**config.mk**
```make
export PLATFORM = sky130hd
export DESIGN_NAME = eia_aggregator
export DESIGN_NICKNAME = d
export VERILOG_FILES = /design/src/logic/eia_pkg.sv /design/src/logic/eia_flag_bank.sv /design/src/logic/eia_aggregator.sv
export SDC_FILE = /design/constraint.sdc
export NUM_CORES = 1
export LEC_CHECK = 0
export BUFFER_PORTS_ARGS = -buffer_cell sky130_fd_sc_hd__buf_2
export CORE_MARGIN = 4
export CORE_UTILIZATION = 55
export CTS_CLUSTER_DIAMETER = 100
export DETAILED_ROUTE_END_ITERATION = 8
export HOLD_SLACK_MARGIN = 0.03
export PLACE_DENSITY = 0.85
export REMOVE_ABC_BUFFERS = 1
export SYNTH_ARGS = -nofsm -noshare
export SYNTH_HDL_FRONTEND = slang
export SYNTH_HIERARCHICAL = 1
export SYNTH_SLANG_ARGS = --single-unit
export TNS_END_PERCENT = 5
```
**constraint.sdc**
```tcl
create_clock -name clk_i -period 4.3 [get_ports clk_i]
set_clock_uncertainty 0.15 [all_clocks]
set_input_delay 0.86 -clock clk_i [delete_from_list [all_inputs] [get_ports clk_i]]
set_output_delay 0.86 -clock clk_i [all_outputs]
set_load 0.01 [all_outputs]
```
**src/logic/eia_pkg.sv**
```systemverilog
// eia_pkg: register indices, field layout, widths and reset values of the
// extended interrupt aggregator.
// assumes a 32-bit wishbone slave where byte address = 4 * register index.
package eia_pkg;

  // register indices; the bus byte address is four times the index
  localparam logic [7:0] IDX_EXT_CTL = 8'h61;
  localparam logic [7:0] IDX_EXT_FLG = 8'h62;
  localparam logic [7:0] IDX_EXT_MSK = 8'h63;
  localparam logic [7:0] IDX_EXT_ACK = 8'h65;
  localparam logic [7:0] IDX_ADD_CTL = 8'h66;
  localparam logic [7:0] IDX_ADD_FLG = 8'h67;
  localparam logic [7:0] IDX_ADD_MSK = 8'h6a;
  localparam logic [7:0] IDX_SUM_CTL = 8'h71;
  localparam logic [7:0] IDX_SUM_FLG = 8'h72;
  localparam logic [7:0] IDX_SUM_MSK = 8'h73;
  // system interrupt status (read only), clear (write only), enable
  localparam logic [7:0] IDX_SYS_STS = 8'h74;
  localparam logic [7:0] IDX_SYS_CLR = 8'h75;
  localparam logic [7:0] IDX_SYS_EN = 8'h76;

  // group widths
  localparam int EXT_W = 2;
  localparam int ADD_W = 8;
  localparam int SUM_W = 6;
  localparam int SYS_W = 3;
  localparam int J_W = 4;
  localparam int K_W = 4;

  // extended group bit positions
  localparam int EXT_GPIO = 0;
  localparam int EXT_ADDON = 1;

  // summary group bit positions, one per port family
  localparam int SUM_A = 0;
  localparam int SUM_E = 1;
  localparam int SUM_G = 2;
  localparam int SUM_J = 3;
  localparam int SUM_K = 4;
  localparam int SUM_L = 5;

  // system status bit positions: a group request rose
  localparam int SYS_EXT = 0;
  localparam int SYS_ADD = 1;
  localparam int SYS_SUM = 2;

  // reset values
  localparam logic [7:0] RST_BYTE = 8'h00;
  localparam logic [31:0] RST_WORD = 32'h0000_0000;

endpackage : eia_pkg

```
**src/logic/eia_flag_bank.sv**
```systemverilog
// eia_flag_bank: a row of sticky flags with per-bit set and clear.
// assumes set and clear come from logic on the same clock.
`timescale 1ns/1ns
module eia_flag_bank #(
  parameter int W = 8
) (
  input wire logic clk_i,
  input wire logic rst_i,
  input wire logic [W-1:0] set_i,
  input wire logic [W-1:0] clr_i,
  output logic [W-1:0] flags_o
);
  import eia_pkg::*;

  typedef struct packed {
    logic [W-1:0] flags;
  } eia_bank_s;

  eia_bank_s st;
  eia_bank_s next_st;

  if (W < 1) begin : g_chk
    $error("eia_flag_bank: W must be at least 1");
  end

  // set wins over clear so an event in the clearing cycle is kept
  always_comb begin
    next_st = st;
    next_st.flags = (st.flags & ~clr_i) | set_i;
  end

  // every flag is zero after reset
  always_ff @(posedge clk_i) begin
    if (rst_i) begin
      st <= '0;
    end else begin
      st <= next_st;
    end
  end

  assign flags_o = st.flags;

endmodule : eia_flag_bank

```
**src/logic/eia_aggregator.sv**
```systemverilog
// eia_aggregator: three interrupt aggregation groups (extended, add-on,
// pin-change summary) plus a system status/enable layer, on wishbone.
// assumes event sources and the core share clk_i; no synchronisers needed.
`timescale 1ns/1ns
module eia_aggregator #(
  parameter int AW = 10
) (
  input wire logic clk_i,
  input wire logic rst_i,
  // wishbone classic slave
  input wire logic wb_cyc_i,
  input wire logic wb_stb_i,
  input wire logic wb_we_i,
  input wire logic [AW-1:0] wb_adr_i,
  input wire logic [3:0] wb_sel_i,
  input wire logic [31:0] wb_dat_i,
  output logic [31:0] wb_dat_o,
  output logic wb_ack_o,
  // extended group: level requests, bit 0 gpio, bit 1 add-on block
  input wire logic [eia_pkg::EXT_W-1:0] ext_req_i,
  // core took the extended interrupt, one-cycle pulse per bit
  input wire logic [eia_pkg::EXT_W-1:0] ext_taken_i,
  // add-on group notifications, one-cycle pulses
  input wire logic [eia_pkg::ADD_W-1:0] addon_note_i,
  // pin-change notifications per port family, one-cycle pulses
  input wire logic pc_a_i,
  input wire logic pc_e_i,
  input wire logic pc_g_i,
  input wire logic [eia_pkg::J_W-1:0] pc_j_i,
  input wire logic [eia_pkg::K_W-1:0] pc_k_i,
  input wire logic pc_l_i,
  // requests to the core and the system interrupt
  output logic ext_irq_o,
  output logic addon_irq_o,
  output logic summary_irq_o,
  output logic irq_o
);
  import eia_pkg::*;

  if (AW < 10) begin : g_chk
    $error("eia_aggregator: AW must be at least 10");
  end

  // every group lives in one byte register, so no group may be wider
  if (EXT_W > 8 || SUM_W > 8 || SYS_W > 8) begin : g_chk_w
    $error("eia_aggregator: group widths must fit a byte");
  end

  // the add-on registers are read and written whole, without casts
  if (ADD_W != 8) begin : g_chk_add
    $error("eia_aggregator: ADD_W must be 8");
  end

  // a family with no ports would leave its summary bit undriven
  if (J_W < 1 || K_W < 1) begin : g_chk_jk
    $error("eia_aggregator: J_W and K_W must be at least 1");
  end

  // all registered state of the block apart from the flag banks
  typedef struct packed {
    logic [EXT_W-1:0] ext_irq_control;
    logic [EXT_W-1:0] ext_irq_mask;
    logic [ADD_W-1:0] addon_irq_control;
    logic [ADD_W-1:0] addon_irq_mask;
    logic [SUM_W-1:0] pinchange_summary_control;
    logic [SUM_W-1:0] pinchange_summary_mask;
    logic [SYS_W-1:0] sys_enable;
    logic [SYS_W-1:0] req;
    logic irq;
    logic ack;
    logic [31:0] dat;
  } eia_state_s;

  eia_state_s st;
  eia_state_s next_st;

  // flag bank outputs
  logic [EXT_W-1:0] ext_irq_flags;
  logic [EXT_W-1:0] ext_irq_acknowledge;
  logic [ADD_W-1:0] addon_irq_flags;
  logic [SUM_W-1:0] pinchange_summary_flags;
  logic [SYS_W-1:0] sys_status;

  // flag bank controls, driven by the continuous assignments below
  logic [EXT_W-1:0] ext_flg_set;
  logic [EXT_W-1:0] ext_flg_clr;
  logic [EXT_W-1:0] ext_ack_set;
  logic [EXT_W-1:0] ext_ack_clr;
  logic [ADD_W-1:0] add_flg_set;
  logic [ADD_W-1:0] add_flg_clr;
  logic [SUM_W-1:0] sum_flg_set;
  logic [SUM_W-1:0] sum_flg_clr;
  logic [SYS_W-1:0] sys_set;
  logic [SYS_W-1:0] sys_clr;

  // helpers
  logic [SUM_W-1:0] sum_note;
  logic [SYS_W-1:0] req_now;
  logic wr;
  logic [7:0] wd;
  logic [7:0] rd;

  // register index match; address bits 1:0 are ignored
  // every byte within a word decodes to the same register
  function automatic logic hit(input logic [AW-1:0] adr,
                               input logic [7:0] idx);
    hit = (adr[AW-1:2] == (AW-2)'(idx));
  endfunction : hit

  // write-one-to-clear mask of a byte written at one index
  function automatic logic [7:0] w1c(input logic w,
                                     input logic [AW-1:0] adr,
                                     input logic [7:0] idx,
                                     input logic [7:0] d);
    w1c = (w && hit(adr, idx)) ? d : RST_BYTE;
  endfunction : w1c

  // a write lands on the edge where the master samples ack high;
  // only byte lane 0 carries register data
  // a write with sel[0] low is still acknowledged but changes nothing
  assign wr = wb_cyc_i & wb_stb_i & wb_we_i & st.ack & wb_sel_i[0];
  assign wd = wb_dat_i[7:0];

  // pin-change families; j and k ports fold into single bits
  // folding before the mask means one mask bit covers all four ports
  assign sum_note[SUM_A] = pc_a_i;
  assign sum_note[SUM_E] = pc_e_i;
  assign sum_note[SUM_G] = pc_g_i;
  assign sum_note[SUM_J] = |pc_j_i;
  assign sum_note[SUM_K] = |pc_k_i;
  assign sum_note[SUM_L] = pc_l_i;

  // live group requests, registered below so outputs come from flops
  assign req_now[SYS_EXT] = |(ext_irq_flags & st.ext_irq_control);
  assign req_now[SYS_ADD] = |(addon_irq_flags & st.addon_irq_control);
  assign req_now[SYS_SUM] =
    |(pinchange_summary_flags & st.pinchange_summary_control);

  // extended group: set needs mask and no pending ack
  // a request held high cannot re-flag until software releases the ack
  assign ext_flg_set = ext_req_i & st.ext_irq_mask
                       & ~ext_irq_acknowledge;
  // cleared by ack, by a withdrawn request, or by a one written
  assign ext_flg_clr = ext_irq_acknowledge | ~ext_req_i
    | EXT_W'(w1c(wr, wb_adr_i, IDX_EXT_FLG, wd));
  // the core's response to a delivered interrupt
  assign ext_ack_set = ext_taken_i;
  // software releases the ack with a one write
  assign ext_ack_clr = EXT_W'(w1c(wr, wb_adr_i, IDX_EXT_ACK, wd));

  // add-on group: masked notification sets, one write clears
  assign add_flg_set = addon_note_i & st.addon_irq_mask;
  assign add_flg_clr = w1c(wr, wb_adr_i, IDX_ADD_FLG, wd);

  // summary group: masked family notification sets, one write clears
  assign sum_flg_set = sum_note & st.pinchange_summary_mask;
  assign sum_flg_clr = SUM_W'(w1c(wr, wb_adr_i, IDX_SUM_FLG, wd));

  // system status records each rising group request
  // only the rise is recorded, so a held request does not refill status
  assign sys_set = req_now & ~st.req;
  assign sys_clr = SYS_W'(w1c(wr, wb_adr_i, IDX_SYS_CLR, wd));

  // extended flags
  eia_flag_bank #(.W(EXT_W)) u_ext_flags (
    .clk_i(clk_i),
    .rst_i(rst_i),
    .set_i(ext_flg_set),
    .clr_i(ext_flg_clr),
    .flags_o(ext_irq_flags)
  );

  // extended acknowledge bits, set by the core and released by software
  eia_flag_bank #(.W(EXT_W)) u_ext_ack (
    .clk_i(clk_i),
    .rst_i(rst_i),
    .set_i(ext_ack_set),
    .clr_i(ext_ack_clr),
    .flags_o(ext_irq_acknowledge)
  );

  // add-on flags
  eia_flag_bank #(.W(ADD_W)) u_add_flags (
    .clk_i(clk_i),
    .rst_i(rst_i),
    .set_i(add_flg_set),
    .clr_i(add_flg_clr),
    .flags_o(addon_irq_flags)
  );

  // pin-change summary flags
  eia_flag_bank #(.W(SUM_W)) u_sum_flags (
    .clk_i(clk_i),
    .rst_i(rst_i),
    .set_i(sum_flg_set),
    .clr_i(sum_flg_clr),
    .flags_o(pinchange_summary_flags)
  );

  // sticky system status behind the single interrupt output
  eia_flag_bank #(.W(SYS_W)) u_sys_status (
    .clk_i(clk_i),
    .rst_i(rst_i),
    .set_i(sys_set),
    .clr_i(sys_clr),
    .flags_o(sys_status)
  );

  // read mux; unused bits and unmapped indices read zero
  always_comb begin
    rd = RST_BYTE;
    if (hit(wb_adr_i, IDX_EXT_CTL)) begin
      rd = 8'(st.ext_irq_control);
    end else if (hit(wb_adr_i, IDX_EXT_FLG)) begin
      rd = 8'(ext_irq_flags);
    end else if (hit(wb_adr_i, IDX_EXT_MSK)) begin
      rd = 8'(st.ext_irq_mask);
    end else if (hit(wb_adr_i, IDX_EXT_ACK)) begin
      rd = 8'(ext_irq_acknowledge);
    end else if (hit(wb_adr_i, IDX_ADD_CTL)) begin
      rd = st.addon_irq_control;
    end else if (hit(wb_adr_i, IDX_ADD_FLG)) begin
      rd = addon_irq_flags;
    end else if (hit(wb_adr_i, IDX_ADD_MSK)) begin
      rd = st.addon_irq_mask;
    end else if (hit(wb_adr_i, IDX_SUM_CTL)) begin
      rd = 8'(st.pinchange_summary_control);
    end else if (hit(wb_adr_i, IDX_SUM_FLG)) begin
      rd = 8'(pinchange_summary_flags);
    end else if (hit(wb_adr_i, IDX_SUM_MSK)) begin
      rd = 8'(st.pinchange_summary_mask);
    end else if (hit(wb_adr_i, IDX_SYS_STS)) begin
      rd = 8'(sys_status);
    end else if (hit(wb_adr_i, IDX_SYS_EN)) begin
      rd = 8'(st.sys_enable);
    end
  end

  // next state: bus handshake, plain read/write registers, requests
  always_comb begin
    next_st = st;
    // ack one cycle after the request, dropped in the following cycle
    next_st.ack = wb_cyc_i & wb_stb_i & ~st.ack;
    // read data is captured with the ack so it is stable while ack is high
    if (wb_cyc_i && wb_stb_i && !st.ack) begin
      next_st.dat = {24'h00_0000, rd};
    end else begin
      next_st.dat = st.dat;
    end
    // plain registers take the written byte's low bits up to their width; summary mask and control have
    // no bit operations, software must read-modify-write them
    if (wr) begin
      if (hit(wb_adr_i, IDX_EXT_CTL)) begin
        next_st.ext_irq_control = wd[EXT_W-1:0];
      end else if (hit(wb_adr_i, IDX_EXT_MSK)) begin
        next_st.ext_irq_mask = wd[EXT_W-1:0];
      end else if (hit(wb_adr_i, IDX_ADD_CTL)) begin
        next_st.addon_irq_control = wd;
      end else if (hit(wb_adr_i, IDX_ADD_MSK)) begin
        next_st.addon_irq_mask = wd;
      end else if (hit(wb_adr_i, IDX_SUM_CTL)) begin
        next_st.pinchange_summary_control = wd[SUM_W-1:0];
      end else if (hit(wb_adr_i, IDX_SUM_MSK)) begin
        next_st.pinchange_summary_mask = wd[SUM_W-1:0];
      end else if (hit(wb_adr_i, IDX_SYS_EN)) begin
        next_st.sys_enable = wd[SYS_W-1:0];
      end
    end
    // group requests lag the flags by one cycle; the trade buys
    // flop-driven outputs at the cost of one cycle of latency
    next_st.req = req_now;
    // system interrupt: any enabled sticky status bit
    next_st.irq = |(sys_status & st.sys_enable);
  end

  // single state register; everything is zero after reset
  // a synchronous reset keeps the whole block in the clk_i domain
  always_ff @(posedge clk_i) begin
    if (rst_i) begin
      st <= '0;
    end else begin
      st <= next_st;
    end
  end

  // outputs straight from the state register
  assign wb_ack_o = st.ack;
  assign wb_dat_o = st.dat;
  assign ext_irq_o = st.req[SYS_EXT];
  assign addon_irq_o = st.req[SYS_ADD];
  assign summary_irq_o = st.req[SYS_SUM];
  assign irq_o = st.irq;

endmodule : eia_aggregator

```
### Yosys cells after proc, flatten, opt, wreduce, memory -nomap -nowiden

Index checks and enable logic that the tools add are counted.

| operators by class | value |
|---|---|
| add/subtract/negate cells | 0 |
| multipliers | 0 |
| div/mod/pow operators | 0 |
| magnitude comparators | 0 |
| equal/unequal tests | 13 |
| shift operators | 0 |
| mux-type cells | 17 |
| bitwise gates (word level) | 41 |
| reductions and logical operators | 21 |

Operators with widths:

| operator | count |
|---|---|
| == test 8 x 7 -> 1 bit (second input constant) | 13 |
| 2-to-1 mux 8 bit | 8 |
| bitwise AND 8 bit | 3 |
| 2-to-1 mux 6 bit | 4 |
| bitwise AND 6 bit | 3 |
| bitwise AND 2 bit | 5 |
| bitwise AND 3 bit | 3 |
| 2-to-1 mux 3 bit | 3 |
| NOT 2 bit | 4 |
| NOT 8 bit | 1 |
| bitwise OR 2 bit | 4 |
| bitwise OR 8 bit | 1 |
| AND reduction 8 bit | 1 |
| OR reduction 4 bit | 2 |
| OR reduction 8 bit | 1 |
| logical AND 1 bit | 7 |
| NOT 1 bit | 7 |
| AND reduction 7 bit | 1 |
| NOT 3 bit | 2 |
| NOT 6 bit | 1 |
| bitwise OR 6 bit | 1 |
| AND reduction 6 bit | 1 |
| OR reduction 6 bit | 1 |
| bitwise AND 1 bit | 5 |
| other kinds (9) | 10 |

| word-level totals | value |
|---|---|
| bits in registers | 69 |
| latch bits | 0 |
| memory bits (writable) | 0 |
| ROM bits | 0 |
| input bits | 75 |
| output and inout port bits | 37 |
| logic and storage cells | 108 |
| memories | 0 |

### Longest topological paths before layout

| logic depth | value |
|---|---|
| depth in word-level cells | 13 |
| depth in mapped cells | 8 |
| gate-level depth less buffers | 7 |

### Modules after synthesis

The synthesis kept the hierarchy.

By module, submodules not included:

| module | instances | cells each | area an instance (um^2) | sequential area each (um^2) |
|---|---|---|---|---|
| eia_aggregator | 1 | 372 | 3154.3 | 960.9 |
| eia_flag_bank (u_add_flags) | 1 | 33 | 381.6 | 160.2 |
| eia_flag_bank (u_sum_flags) | 1 | 24 | 255.2 | 120.1 |
| eia_flag_bank (u_ext_ack ...) | 2 | 8 | 70.1 | 40.0 |
| eia_flag_bank (u_sys_status) | 1 | 12 | 105.1 | 60.1 |

### Least setup slack after synthesis

No wires, ideal clock.

| path | value |
|---|---|
| path type | input port to flip-flop |
| start point | in wb_adr_i[3] |
| end point | reg st, in the netlist wb_dat_o[1] |
| setup time | 0.122 ns |
| data arrival time | 2.148 ns |
| data required time | 4.028 ns |
| path slack | 1.880 ns |
| stages | 7 |
| path buffers | 2 |
| cell sequence | buf_2 nand2b_1 clkbuf_1 or4_1 a21oi_1 o21ba_2 a211oi_1 |

| between the ends | value |
|---|---|
| longest elaborated chain between the ends | 13 |
| elaborated cells between the ends (all ways) | 24 |
| those cells by class | eq/ne: 12; mux: 12 |

Ends and longest elaborated chain:

| element | line | source |
|---|---|---|
| from (decl) | eia_aggregator.sv:14 | `input wire logic [AW-1:0] wb_adr_i,` |
| == test 8 x 7 -> 1 bit | eia_aggregator.sv:107 | `hit = (adr[AW-1:2] == (AW-2)'(idx));` |
| 2-to-1 mux 3 bit | eia_aggregator.sv:234 | `end else if (hit(wb_adr_i, IDX_SYS_EN)) begin` |
| 2-to-1 mux 3 bit | eia_aggregator.sv:232 | `end else if (hit(wb_adr_i, IDX_SYS_STS)) begin` |
| 2-to-1 mux 6 bit | eia_aggregator.sv:230 | `end else if (hit(wb_adr_i, IDX_SUM_MSK)) begin` |
| 2-to-1 mux 6 bit | eia_aggregator.sv:228 | `end else if (hit(wb_adr_i, IDX_SUM_FLG)) begin` |
| 2-to-1 mux 6 bit | eia_aggregator.sv:226 | `end else if (hit(wb_adr_i, IDX_SUM_CTL)) begin` |
| 2-to-1 mux 8 bit | eia_aggregator.sv:224 | `end else if (hit(wb_adr_i, IDX_ADD_MSK)) begin` |
| 2-to-1 mux 8 bit | eia_aggregator.sv:222 | `end else if (hit(wb_adr_i, IDX_ADD_FLG)) begin` |
| 2-to-1 mux 8 bit | eia_aggregator.sv:220 | `end else if (hit(wb_adr_i, IDX_ADD_CTL)) begin` |
| 2-to-1 mux 8 bit | eia_aggregator.sv:218 | `end else if (hit(wb_adr_i, IDX_EXT_ACK)) begin` |
| 2-to-1 mux 8 bit | eia_aggregator.sv:216 | `end else if (hit(wb_adr_i, IDX_EXT_MSK)) begin` |
| 2-to-1 mux 8 bit | eia_aggregator.sv:214 | `end else if (hit(wb_adr_i, IDX_EXT_FLG)) begin` |
| 2-to-1 mux 8 bit (*) | eia_aggregator.sv:212 | `if (hit(wb_adr_i, IDX_EXT_CTL)) begin` |
| to (signal assigned) | eia_aggregator.sv:282 | `st <= next_st;` |
| to (decl) | eia_aggregator.sv:74 | `eia_state_s st;` |

Every way passes the cells marked *; elsewhere a longest branch is shown, timed or not.
A chain may end at the register's enable or synchronous reset.

### Worst setup path in the final report

| path | value |
|---|---|
| start point | in wb_adr_i[3] |
| end point | reg st[52] (netlist name) |

| between the ends | value |
|---|---|
| longest elaborated chain between the ends | 3 |
| elaborated cells between the ends (all ways) | 8 |
| those cells by class | eq/ne: 4; bitwise: 3; reduce/logical: 1 |

Ends and longest elaborated chain:

| element | line |
|---|---|
| == test 8 x 7 -> 1 bit | eia_aggregator.sv:107 |
| NOT 1 bit (no source line) | -- |
| AND reduction 5 bit (no source line) (*) | -- |

Marked as above.

==> run metrics <==
final period utilization=65.2%; mapped cell area=4040 µm²; Sum Neg Setup Slack=0 ns; Synth Instances=~460; DP HPWL=7.00 mm; total gr overflow=0; sequential-to-total area share from yosys stat=34.2%; LEAKAGE=0.00162 µW; drt via density=about 5.8; TritonCTS clock tree=yes; port bufs=58; RSZ-0062 raised after global routing=false; core area=6940 µm²; P&R area growth vs syn=9.27%; vias in the first global route=3254; Worst Path Max Fanout=28; GR Util All Layers=22.5%; CP Class=in2reg; Die Area=8770 µm²; PD cells=approximately 300 nW/µm²; final WL=a little under 10 mm; initial DRC count=275; Worst EP required=4.36 ns; share of layout cells above drive strength 1=20.8%; EDFF count, synth=0; nets@finish=574; Placer Congestion=0.880; Root Buffer=clkbuf_8; Slew Limit Fails=0; endpoint type of the worst setup path=flip-flop; FFs w/ async S/R, synth=0%; worst-margin pin slew=between 0.7 and 0.8 ns; die span in x=between 90 and 100 µm; Post-CTS Setup Bufs=0; vias=approximately 3500; io pins=112; antenna diode count=0; Worst VDD drop=0.196 mV; Final Non-Filler Cells=600; Initial Utilization=58.1%; CP arrival=2.86 ns; # clock sinks=around 70; Tmin final=2.80 ns; dpl cell area=~4200 µm²; synth warn=6; Post-CTS Resized=0; Cell Rows=30; share of the synthesized area in the top cell type=34.2%; first-pass GRT wire length=15.7 mm; post-synthesis register bit count=69; Hold Path Class=reg2reg; Rel. slew slack=49.0%; initial antenna violation count=0; Netlist cell types=between 50 and 60; DR pass1 iterations=5; Reg area=1380 µm²; area taken by multi-input logic gates=approximately 2300 µm²; Worst Setup Slack, final=1.50 ns; placed cell count=a little under 600; number of fill cells=between 600 and 700; Placement Setup Slack=1.21 ns; Max Clk Rate=357 MHz; largest cells by area after synthesis=dfxtp_1, mux2i_1, buf_4; CTS max path bufs=2; htree depth=3; Hold Buf Count CTS=0; Worst-path clk slew=0.07 ns; largest net degree at the start of global routing=40; height of the die=93.7 µm; Post-DRT Antenna Nets=0; clock latency on the worst-skew pair=0.35 ns; Synth Area per Inst=8.83 µm²; final setup fails=0; number of max-cap violations=0; CTS Buf Count=9; WL/cell=roughly 16 µm; final hold vios=0; Post-Layout Inst Area=4410 µm²; Synth area leader=dfxtp_1; DRC viols=0; top_reg_cell synth=dfxtp_1; status=finished clean; final hold slack=about 0.32 ns; Worst setup SP type=primary input
-- worst paths after layout --
check               from                     end  slack [ns]  depth (start not counted)
max reg2reg     wb_ack_o  u_sum_flags/flags_o[5]        1.91                          6
min          wb_dat_o[3]             wb_dat_o[3]        0.32                          2
max          wb_adr_i[3]                  st[52]        1.50                          7
min reg2reg  wb_dat_o[3]             wb_dat_o[3]        0.32                          2
-- synth_stat cells, drive strengths merged, types with 2 or more instances --
| cell type | count |
|---|---|
| o21ai | 3 |
| nor2b | 5 |
| a22oi | 12 |
| and3 | 2 |
| nand3 | 5 |
| nor2 | 54 |
| buf | 41 |
| nor4 | 8 |
| a31oi | 2 |
| o31ai | 2 |
| o22ai | 3 |
| o2111ai | 2 |
| a2111oi | 3 |
| a222oi | 4 |
| nand2b | 28 |
| a221oi | 2 |
| nand4 | 2 |
| inv | 25 |
| a211oi | 2 |
| a21o | 5 |
| dfxtp | 69 |
| nor3 | 8 |
| o21a | 3 |
| clkbuf | 13 |
| a2bb2oi | 3 |
| nand3b | 7 |
| and2b | 2 |
| and3b | 3 |
| a21oi | 35 |
| mux2i | 41 |
| or4 | 3 |
| nand2 | 13 |
| and2 | 31 |
| nor3b | 2 |
| nand4b | 2 |
-- per-stage QoR --
| stage | util (%) | power, µW |
|---|---|---|
| after floorplan | - | 698 |
| after global routing | 63.5 | 1360 |
| after detailed placement | 60.5 | 759 |
| after global placement | 60.5 | 756 |
| after CTS | 63.5 | 1320 |
| final | 63.5 | 1310 |
-- cell families (layout without fill, tap and decap cells) --
family / count (synthesis) / count (layout) / share of synthesized area (%)
AND/OR/NAND/NOR: 180 / 180 / 28.6
multiplexers: 41 / 41 / 10.2
other: 1 / 24 / 0.0929
flip-flops: 69 / 69 / 34.2
AO/OA/AOI/OAI: 87 / 87 / 15.7
buffers and inverters: 79 / 103 / 11.3
-- layer usage --
metal | track usage (%) | wire length, µm | share of wire [%] | vias up
li1 | - | - | - | 1621
met1 | 28.5 | 4010 | 41 | 1623
met2 | 36.6 | 4510 | 46 | 196
met3 | 6.89 | 979 | 10 | 30
met4 | 7.22 | 231 | 2.4 | 0
met5 | 0 | 0 | 0 | -
-- area by class of cell --
type / count / share of cell area, %
tap: 96 / 2.72
timing repair buffer: 62 / 7.26
multi-input combinational: 332 / 51.9
sequential: 69 / 31.3
clock buffer: 12 / 3.06
inverter: 25 / 2.13
clock inverter: 4 / 1.65
-- power by group --
| group | internal [µW] | switching (µW) | leakage, µW | total [µW] |
|---|---|---|---|---|
| Combinational | 32.9 | 71.0 | 0.000961 | 104 |
| Sequential | 641 | 1.77 | 0.000556 | 643 |
| Clock | 326 | 238 | 0.000101 | 564 |
-- cells in the final DEF (no fill, tap or decap), types with 13 or more instances in the layout --
cell type | netlist | layout
inv_1 | 25 | 25
nand2b_1 | 13 | 13
nand2_1 | 13 | 13
dfxtp_1 | 69 | 69
and2_1 | 31 | 31
conb_1 | 1 | 24
mux2i_1 | 41 | 41
buf_2 | 2 | 58
a21oi_1 | 27 | 27
nor2_1 | 54 | 54
nand2b_4 | 15 | 15
-- state kept, by name, summed over array words and instances (netlist names), 2 cells and up --
name                  count
u_ext_flags/flags_o       2
u_ext_ack/flags_o         2
u_sum_flags/flags_o       6
u_sys_status/flags_o      3
st                       35
wb_dat_o                  8
u_add_flags/flags_o       8
-- critical path, stage by stage --
cell     delay (ns)
buf_2          0.41
nor2b_1        0.39
and3_1         0.44
nor3b_2        0.23
buf_4          0.24
mux2i_1        0.21
nor2_1         0.05
(Power assumes the default switching activity.)
